$ cat config.mk
export PLATFORM = sky130hd
export DESIGN_NAME = cbt_bit_timing
export DESIGN_NICKNAME = d
export VERILOG_FILES = /design/src/cbt_pkg.sv /design/src/cbt_bit_timing.sv
export SDC_FILE = /design/constraint.sdc
export NUM_CORES = 1
export LEC_CHECK = 0
export BUFFER_PORTS_ARGS = -buffer_cell sky130_fd_sc_hd__buf_4
export CAP_MARGIN = 20
export CORE_UTILIZATION = 50
export CTS_CLUSTER_SIZE = 8
export DETAILED_ROUTE_END_ITERATION = 10
export HOLD_SLACK_MARGIN = 0.08
export PLACE_DENSITY = 0.69
export SLEW_MARGIN = 10
export SYNTH_ARGS = -nofsm -noshare
export SYNTH_HDL_FRONTEND = slang
export SYNTH_SLANG_ARGS = --single-unit
$ cat constraint.sdc
create_clock -name i_core_clk -period 10.4 [get_ports i_core_clk]
set_clock_uncertainty 0.15 [all_clocks]
set_input_delay 2.08 -clock i_core_clk [delete_from_list [all_inputs] [get_ports i_core_clk]]
set_output_delay 2.08 -clock i_core_clk [all_outputs]
set_load 0.005 [all_outputs]
$ cat src/cbt_pkg.sv
// bit timing constants for the can bit timing block
// assumes a single 40 MHz core clock
package cbt_pkg;
	localparam int unsigned CLK_PERIOD_PS = 25000;
	localparam int unsigned PRESC_W = 6;
	localparam int unsigned PRESC_LSB = 0;
	localparam int unsigned SEG_W = 4;
	localparam int unsigned BIT_TQ_MIN = 8;
	localparam int unsigned BIT_TQ_MAX = 25;
	localparam int unsigned SYNC_TQ = 1;
	localparam int unsigned FIXED_DIV = 2;
	// least nominal bit time in ns, and in core cycles (rounded up)
	localparam int unsigned BIT_TIME_MIN_NS = 1000;
	localparam int unsigned BIT_CYC_MIN = (BIT_TIME_MIN_NS * 1000 + CLK_PERIOD_PS - 1) / CLK_PERIOD_PS;
	localparam logic [PRESC_W-1:0] PRESC_RST = 6'h00;
	localparam logic [SEG_W-1:0] PROP_RST = 4'h1;
	localparam logic [SEG_W-1:0] PH1_RST = 4'h3;
	localparam logic [SEG_W-1:0] PH2_RST = 4'h3;
	typedef enum logic [1:0] {CBT_SYNC, CBT_PROP, CBT_PH1, CBT_PH2} cbt_seg_t;
endpackage : cbt_pkg

$ cat src/cbt_bit_timing.sv
// bit timing logic: quantum prescaler, segment sequencer, edge resync
// assumes i_rx is already synchronous to i_core_clk
`timescale 1ns/1ps
// Behaviour
// - four segments: sync, prop, phase1, phase2
// - bit time is quanta summed over segments
// - total bit length 8 to 25 quanta
// - quantum is two times (prescaler plus one) core cycles
// - prescaler six bits, values 0 to 63
// - bit time at least one microsecond
// - same bit rate on every node
// - stuffing gives edges every six bits
// - edges lock receive and transmit timing
// - timing sets sync, delay, sample point
module cbt_bit_timing (
	// clock and reset
	input wire logic i_core_clk,
	input wire logic i_rst_n,
	// configuration
	input wire logic [cbt_pkg::PRESC_W-1:0] i_quantum_prescaler_value,
	input wire logic [cbt_pkg::SEG_W-1:0] i_prop_seg,
	input wire logic [cbt_pkg::SEG_W-1:0] i_first_phase_buffer,
	input wire logic [cbt_pkg::SEG_W-1:0] i_second_phase_buffer,
	input wire logic [cbt_pkg::SEG_W-1:0] i_sjw,
	// bus
	input wire logic i_rx,
	input wire logic i_tx_bit,
	output logic o_tx,
	// status
	output logic o_sample,
	output logic o_rx_bit,
	output logic o_bit_start,
	output logic o_tq_tick,
	output logic [1:0] o_seg,
	output logic o_cfg_err
);
	import cbt_pkg::*;

	// ----------------------------------------
	// configuration check
	// ----------------------------------------
	logic [5:0] total_tq;
	logic cfg_ok;
	// rate set by presc and quanta
	always_comb begin
		total_tq = 6'(SYNC_TQ) + 6'(i_prop_seg) + 6'(i_first_phase_buffer)
			+ 6'(i_second_phase_buffer);
		cfg_ok = (total_tq >= 6'(BIT_TQ_MIN)) && (total_tq <= 6'(BIT_TQ_MAX))
			&& (i_prop_seg != '0) && (i_first_phase_buffer != '0)
			&& (i_second_phase_buffer != '0)
			&& ((32'(total_tq) * FIXED_DIV * (32'(i_quantum_prescaler_value) + 1))
				>= BIT_CYC_MIN);
	end

	// ----------------------------------------
	// quantum prescaler
	// ----------------------------------------
	logic [PRESC_W:0] pre_cnt_r, pre_cnt_nxt;
	logic tq_tick;
	always_comb begin
		// quantum divider
		// a lowered prescaler must not let the count run on past its end
		tq_tick = (pre_cnt_r >= {i_quantum_prescaler_value, 1'b1});
		pre_cnt_nxt = tq_tick ? '0 : pre_cnt_r + 7'h01;
	end
	always_ff @(posedge i_core_clk) begin
		if (!i_rst_n) begin
			pre_cnt_r <= '0;
		end else begin
			pre_cnt_r <= pre_cnt_nxt;
		end
	end

	// ----------------------------------------
	// segment sequencer and resync
	// ----------------------------------------
	cbt_seg_t seg_r, seg_nxt;
	logic [SEG_W:0] tq_r, tq_nxt;
	logic [SEG_W:0] ph2_len_r, ph2_len_nxt;
	logic rx_prev_r, rx_prev_nxt;
	logic rx_bit_r, rx_bit_nxt;
	logic tx_r, tx_nxt;
	logic sample_r, sample_nxt;
	logic start_r, start_nxt;
	logic edge_seen_r, edge_seen_nxt;
	logic rx_fall;
	logic [SEG_W:0] seg_len;

	always_comb begin
		rx_fall = cfg_ok && rx_prev_r && !i_rx;
		unique case (seg_r)
			CBT_SYNC: seg_len = 5'(SYNC_TQ);
			CBT_PROP: seg_len = {1'b0, i_prop_seg};
			CBT_PH1: seg_len = {1'b0, i_first_phase_buffer};
			CBT_PH2: seg_len = ph2_len_r;
		endcase
		seg_nxt = seg_r;
		tq_nxt = tq_r;
		ph2_len_nxt = ph2_len_r;
		rx_prev_nxt = i_rx;
		rx_bit_nxt = rx_bit_r;
		tx_nxt = tx_r;
		sample_nxt = 1'b0;
		start_nxt = 1'b0;
		edge_seen_nxt = edge_seen_r | rx_fall;
		if (!cfg_ok) begin
			seg_nxt = CBT_SYNC;
			tq_nxt = '0;
			tx_nxt = 1'b1;
			edge_seen_nxt = 1'b0;
		end else if (rx_fall && seg_r == CBT_PH2 && !edge_seen_r) begin
			// early edge shortens phase2, restart bit
			seg_nxt = CBT_SYNC;
			tq_nxt = '0;
			start_nxt = 1'b1;
			tx_nxt = i_tx_bit;
			edge_seen_nxt = 1'b0;
		end else if (tq_tick) begin
			if (tq_r + 5'h01 >= seg_len) begin
				tq_nxt = '0;
				unique case (seg_r)
					CBT_SYNC: seg_nxt = CBT_PROP;
					CBT_PROP: seg_nxt = CBT_PH1;
					CBT_PH1: begin
						seg_nxt = CBT_PH2;
						sample_nxt = 1'b1;
						rx_bit_nxt = i_rx;
						ph2_len_nxt = {1'b0, i_second_phase_buffer};
					end
					CBT_PH2: begin
						seg_nxt = CBT_SYNC;
						start_nxt = 1'b1;
						tx_nxt = i_tx_bit;
						edge_seen_nxt = 1'b0;
					end
				endcase
			end else begin
				tq_nxt = tq_r + 5'h01;
			end
		end
		// late edge in prop/phase1 lengthens that segment by up to sjw
		if (cfg_ok && rx_fall && !edge_seen_r && (seg_r == CBT_PROP || seg_r == CBT_PH1)
			&& !(tq_tick && seg_r == CBT_PH1 && tq_r + 5'h01 >= seg_len)) begin
			if (tq_nxt >= {1'b0, i_sjw}) begin
				tq_nxt = tq_nxt - {1'b0, i_sjw};
			end else begin
				tq_nxt = '0;
			end
		end
	end

	always_ff @(posedge i_core_clk) begin
		if (!i_rst_n) begin
			seg_r <= CBT_SYNC;
			tq_r <= '0;
			ph2_len_r <= 5'(PH2_RST);
			rx_prev_r <= 1'b1;
			rx_bit_r <= 1'b1;
			tx_r <= 1'b1;
			sample_r <= 1'b0;
			start_r <= 1'b0;
			edge_seen_r <= 1'b0;
		end else begin
			seg_r <= seg_nxt;
			tq_r <= tq_nxt;
			ph2_len_r <= ph2_len_nxt;
			rx_prev_r <= rx_prev_nxt;
			rx_bit_r <= rx_bit_nxt;
			tx_r <= tx_nxt;
			sample_r <= sample_nxt;
			start_r <= start_nxt;
			edge_seen_r <= edge_seen_nxt;
		end
	end

	assign o_tx = tx_r;
	assign o_sample = sample_r;
	assign o_rx_bit = rx_bit_r;
	assign o_bit_start = start_r;
	assign o_tq_tick = tq_tick;
	assign o_seg = seg_r;
	assign o_cfg_err = !cfg_ok;

	// ----------------------------------------
	// checks
	// ----------------------------------------
	// bit length watch: core cycles since the last bit start, and whether
	// the prescaler or segment inputs (not i_sjw) moved during that bit
	logic [PRESC_W+3*SEG_W-1:0] cfg_now, cfg_prev_r, cfg_prev_nxt;
	logic [11:0] bit_cyc_r, bit_cyc_nxt;
	logic cfg_moved_r, cfg_moved_nxt;
	always_comb begin
		cfg_now = {i_quantum_prescaler_value, i_prop_seg, i_first_phase_buffer,
			i_second_phase_buffer};
		cfg_prev_nxt = cfg_now;
		bit_cyc_nxt = (bit_cyc_r == 12'hfff) ? bit_cyc_r : bit_cyc_r + 12'h001;
		cfg_moved_nxt = cfg_moved_r || (cfg_now != cfg_prev_r);
		if (start_r) begin
			bit_cyc_nxt = 12'h001;
			cfg_moved_nxt = (cfg_now != cfg_prev_r);
		end
	end
	always_ff @(posedge i_core_clk) begin
		if (!i_rst_n) begin
			cfg_prev_r <= '0;
			bit_cyc_r <= '0;
			cfg_moved_r <= 1'b1;
		end else begin
			cfg_prev_r <= cfg_prev_nxt;
			bit_cyc_r <= bit_cyc_nxt;
			cfg_moved_r <= cfg_moved_nxt;
		end
	end
endmodule : cbt_bit_timing

Yosys cells after proc, flatten, opt, wreduce, memory -nomap -nowiden

Cells that the tools add are included.

Equality and inequality tests: 3
Add/subtract/negate cells: 7
$lt $le $gt $ge: 6
Bitwise operators: 6
$mul: 1
Muxes and demuxes: 20
Reduce and logical (&&, ||, !) cells: 34

Operators by type and width:

| operator              | number |
|---|---|
| $mux W5               | 6 |
| $pmux W5 S4           | 1 |
| $logic_and A1 B1 Y1   | 15 |
| $ge A14 B6 Y1 const B | 1 |
| $mul A6 B7 Y13        | 1 |
| $mux W1               | 12 |
| $reduce_bool A4 Y1    | 3 |
| $pmux W2 S4           | 1 |
| $add A6 B1 Y7 const B | 1 |
| $add A7 B1 Y7 const B | 1 |
| $ge A7 B7 Y1          | 1 |
| $add A5 B4 Y6         | 1 |
| $add A6 B4 Y6         | 1 |
| $ge A6 B4 Y1 const B  | 1 |
| $le A6 B5 Y1 const B  | 1 |
| $reduce_bool A2 Y1    | 3 |
| $add A1 B4 Y5 const A | 1 |
| $add A5 B1 Y5 const B | 1 |
| $ge A5 B4 Y1          | 1 |
| $ge A5 B5 Y1          | 1 |
| $not A1 Y1            | 5 |
| $reduce_and A5 Y1     | 1 |
| $reduce_or A5 Y1      | 1 |
| $sub A5 B4 Y5         | 1 |
| other kinds (10)      | 15 |

Word-level logic and storage cells: 87
Output and inout bits: 8
Bits of input ports: 26
Flip-flop bits (word level): 24

Longest topological paths before layout

Depth after elaboration: 18
Depth in mapped cells: 34
Gate-level depth less buffers: 33

Least setup slack after synthesis

OpenSTA, ideal clock, no wires.

Path type: input to output
Start point: input port i_prop_seg[2] (netlist bit)
End point: output port o_cfg_err
Required time: 8.170 ns
Cell stages on the path: 20
Data arrival time: 7.509 ns
Path slack: 0.661 ns
Path buffers: 1
Cells stage by stage: fa_1 ha_1 nor2b_1 o21a_1 or3_1 and2_1 clkbuf_1 nand2b_1 fa_1 fa_1 fa_1 inv_1 ha_1 nor2b_1 o2111ai_1 a31oi_1 a2111oi_1 o2111ai_2 and2_1 inv_1

Word-level cells in the longest chain between the ends: 10
Elaborated cells on any way between the ends: 14
Those cells by class: 3 x add/sub; 1 x mul; 3 x order compare; 7 x reduce/logical

RTL lines:

| what                                                                  | RTL line              | text |
|---|---|---|
| start, declared                                                       | cbt_bit_timing.sv:21  | `input wire logic [cbt_pkg::SEG_W-1:0] i_prop_seg,` |
| parallel branches: the longest is 8 deep, another holds $ge A14 B6 Y1 | -                     |  |
| $logic_and A1 B1 Y1 (*)                                               | cbt_bit_timing.sv:51  | `&& ((32'(total_tq) * FIXED_DIV * (32'(i_quantum_prescaler_value) + 1))` |
| $logic_not A1 Y1 (*)                                                  | cbt_bit_timing.sv:182 | `assign o_cfg_err = !cfg_ok;` |
| end, declared                                                         | cbt_bit_timing.sv:35  | `output logic o_cfg_err` |

Mark *: on every way between the ends.

Worst setup path after layout

Ends and elaborated chain as after synthesis.

==> parameters.txt <==
Parameter                              Value

STA
  Post-layout minimum cycle time ... 10.02 ns
  Final total negative setup slack ... 0 ns
  Hold Slack ... roughly 0.33 ns
  Peak Freq ... 0.09978 GHz
  Number of hold-slack violations in the final timing report ... 0
  RSZ-0062 raised after global routing ... false
  Slew margin rel. ... 63.51%
  Final cycle utilization of the critical path ... 96.37%
  Count of endpoints failing setup in the final report ... 0
  Final max-slew violation count ... 0
  Slew at the pin closest to its max-slew limit ... 0.5335 ns

Synth
  Synthesized area ... 3341 um^2
  Sequential fraction of the synthesis area ... between 10 and 15%
  Register bit total from synthesis ... 24
  Post-synth EDFFs ... 0
  Area share of the largest cell type after synthesis ... between 10% and 20%
  Most numerous cell in the Yosys netlist ... sky130_fd_sc_hd__inv_1
  Syn. warnings ... 0
  Synth async-reset ratio ... 0%
  Top area cells in the synthesized netlist ... sky130_fd_sc_hd__ha_1 (18%), sky130_fd_sc_hd__fa_1 (16%), sky130_fd_sc_hd__dfxtp_1 (14%)
  Number of instances in the synthesized netlist ... between 300 and 400
  Number of distinct library cell variants in the gate-level netlist after synthesis ... 55
  Avg Synthesized Cell Area ... 8.373 um^2
  Leading area contributor after synthesis ... sky130_fd_sc_hd__ha_1
  Synthesized netlist net count ... ~500
  Predominant post-synthesis flop cell ... sky130_fd_sc_hd__dfxtp_1
  Post-synth top cells ... sky130_fd_sc_hd__inv_1 (62), sky130_fd_sc_hd__ha_1 (47), sky130_fd_sc_hd__nor2_1 (32), sky130_fd_sc_hd__nand2_1 (27), sky130_fd_sc_hd__fa_1 (26)

Finish
  Area of all placed cells without fillers ... between 3000 and 4000 um^2
  Number of antenna cells inserted ... 0
  Multi-input logic area ... about 2600 um^2
  Sequential cell area ... 480.5 um^2
  Non-filler instance count after layout ... 515
  Fraction of final layout cells sized beyond drive strength 1 ... 14.61%
  Area growth, synth to finish ... 13.67%
  Filler cell count in the final layout ... 590
  Layout Nets ... approximately 540

Floorplan
  Vertical extent of the die ... 83.74 um
  Number of I/O pins ... 34
  Floorplan Core Area ... 6386 um^2
  Effective utilization at floorplan ... 52.31%
  Number of rows created at floorplan ... 29
  X dimension of the die ... around 84 um
  DIE AREA ... 7012 um^2

CTS
  Deepest level of the CTS H-tree ... 1
  Clock latency on the worst-skew pair ... 0.27 ns
  Number of clock sinks ... 24
  Number of hold buffers added after CTS ... 0
  CTS tree ... built
  Inserted Clock Buffers ... 3
  Clock tree root driver cell ... sky130_fd_sc_hd__clkbuf_8
  CTS Buffer Depth ... 2
  Clk pin slew, worst setup/hold paths ... 0.09 ns

Detailed routing
  Detail Route Antenna Nets ... 0
  First-pass iteration count of the detailed router ... 4
  Via count ... 2910
  DRC violations left ... 0
  Mean number of vias per cell ... between 5 and 6
  Violation count after the first detailed-route iteration ... 110
  Per-cell routed wire length ... 14.29 um
  WL final ... approximately 7400 um

Worst setup path
  Worst Path Max Fanout ... 7
  Critical setup path kind ... primary input to primary output
  Endpoint type of the worst setup path ... primary output
  Arrival time worst endpoint ... between 7 and 8 ns
  Crit path launch type ... primary input
  Data required, critical path ... 8.17 ns
  Reg-to-Reg Start ... o_seg[0]$_SDFFE_PP0P_
  Timing startpoint of the critical path ... i_prop_seg[2]

Global route
  Number of antenna violations at the first check in global routing ... 0
  Pin count of the biggest net entering global routing ... 15
  Total congestion overflow after global routing ... 0
  Total routing usage reported by global routing ... between 20% and 30%
  Via count of the first global-routing pass ... 2866
  Wire length of the first global-routing pass ... 12830 um

Run status
  Result of the run ... complete, no violations

Placement
  # placed instances ... 510
  HPWL after detailed placement ... a little over 6000 um
  Count of buffers from port buffering ... 33
  GP Congestion ... 0.9000
  Cell area after placement ... 3704 um^2

Worst hold path
  Hold path startpoint ... o_rx_bit$_SDFFE_PN1P_
  Path category of the worst min-delay check ... register to register

Pwr
  Leakage Power ... roughly 1.8 nW
  Worst vdd rail ir drop ... 0.1867 mV
  Power density of the placed cells ... 186.8 nW/um^2
  Final Power ... 0.0007095 W

Flow run
  Count of max-cap constraint violations ... 0
repair_timing:
action,in CTS,in global routing
resized for setup,0,4
endpoints found under the setup margin,0,1
buffers inserted,0,1
per-layer routing:
layer  share of wire (%)  vias to the layer above  global-route usage, %  routed length, um
li1                    -                     1449                      -                  -
met1                  47                     1387                  29.93               3444
met2                  48                       62                  38.43               3500
met3                 3.6                       12                  1.879                263
met4                 2.0                        0                  5.239                149
met5                   0                        -                      0                  0
where the power goes:
part | total (W) | switching, W | internal [W] | leakage (nW)
combinational | 0.000528 | 0.000303 | 0.000226 | 1.60
sequential | 0.0000961 | 0.00000196 | 0.0000942 | 0.194
clock | 0.0000850 | 0.0000335 | 0.0000515 | 0.0357
total | 0.000710 | 0.000338 | 0.000371 | 1.83
cells by family after synthesis:
kind of cell | count (synthesis) | share of synthesized area, %
buf+inv | 65 | 7.303
fa+ha+maj | 73 | 33.18
compound gates | 78 | 17.60
xor+xnor | 19 | 4.981
flops | 24 | 14.38
simple gates | 134 | 20.67
mux | 6 | 1.873
worst max-delay path, stage by stage:
cell and delay, ns:
sky130_fd_sc_hd__buf_4 0.12, sky130_fd_sc_hd__fa_1 0.48, sky130_fd_sc_hd__ha_1 0.40, sky130_fd_sc_hd__nor2b_1 0.16, sky130_fd_sc_hd__o21a_1 0.17, sky130_fd_sc_hd__or3_1 0.34, sky130_fd_sc_hd__and2_2 0.25, sky130_fd_sc_hd__nand2b_1 0.18
sky130_fd_sc_hd__fa_1 0.49, sky130_fd_sc_hd__fa_1 0.52, sky130_fd_sc_hd__fa_1 0.54, sky130_fd_sc_hd__inv_1 0.04, sky130_fd_sc_hd__ha_2 0.37, sky130_fd_sc_hd__nand3_1 0.08, sky130_fd_sc_hd__o211ai_1 0.35, sky130_fd_sc_hd__o311ai_0 0.21
sky130_fd_sc_hd__a2111oi_2 0.25, sky130_fd_sc_hd__buf_4 0.18, sky130_fd_sc_hd__o2111ai_2 0.16, sky130_fd_sc_hd__and2_1 0.24, sky130_fd_sc_hd__inv_1 0.06, sky130_fd_sc_hd__buf_4 0.10
stage by stage:
| stage | setup WS [ns] | util [%] |
|---|---|---|
| 3_3_place_gp | 0.3263 | 57.99 |
| 3_5_place_dp | 0.3065 | 57.99 |
| 2_1_floorplan | 0.6612 | - |
| 6_report | 0.3779 | 59.46 |
| 4_1_cts | 0.2670 | 59.11 |
| 5_1_grt | 0.01877 | 59.46 |
registers in the layout, indices dropped and copies added, names as in the netlist:
| register | count |
|---|---|
| edge_seen_r | 1 |
| o_bit_start | 1 |
| o_rx_bit | 1 |
| o_sample | 1 |
| o_seg | 2 |
| o_tx | 1 |
| ph2_len_r | 4 |
| pre_cnt_r | 7 |
| rx_prev_r | 1 |
| tq_r | 5 |
area by class of cell:
type / count / share of cell area (%)
Multi-Input combinational cell: 310 / 69.29
Timing Repair Buffer: 38 / 7.512
Clock buffer: 3 / 1.087
Sequential cell: 24 / 12.65
Tap cell: 77 / 2.537
Inverter: 62 / 6.128
Clock inverter: 1 / 0.7908
cells in the final DEF (no fill, tap or decap), drive strengths merged, types with 4 or more instances in the layout:
| cell type | synthesis | final |
|---|---|---|
| inv | 62 | 62 |
| ha | 47 | 47 |
| buf | 0 | 38 |
| nor2 | 33 | 33 |
| nand2 | 27 | 27 |
| fa | 26 | 26 |
| dfxtp | 24 | 24 |
| nand3 | 17 | 17 |
| a21oi | 13 | 13 |
| xnor2 | 12 | 12 |
| nor2b | 12 | 12 |
| o21ai | 12 | 12 |
| nand2b | 10 | 10 |
| a21o | 9 | 9 |
| and2 | 9 | 9 |
| o21a | 7 | 7 |
| xor2 | 7 | 7 |
| or2 | 6 | 6 |
| nor3 | 4 | 4 |
| o211ai | 4 | 4 |
| mux2i | 4 | 4 |
worst paths after layout:
| kind | slack, ns | depth (start not counted) | end |
|---|---|---|---|
| setup reg to reg | 6.03 | 17 | tq_r[1]$_SDFF_PN0_ |
| hold reg to reg | 0.33 | 2 | o_rx_bit$_SDFFE_PN1P_ |
| setup / recovery | 0.38 | 22 | o_cfg_err |
| hold / removal | 0.33 | 2 | o_rx_bit$_SDFFE_PN1P_ |
Note: power is estimated with default switching activity, not from simulation.
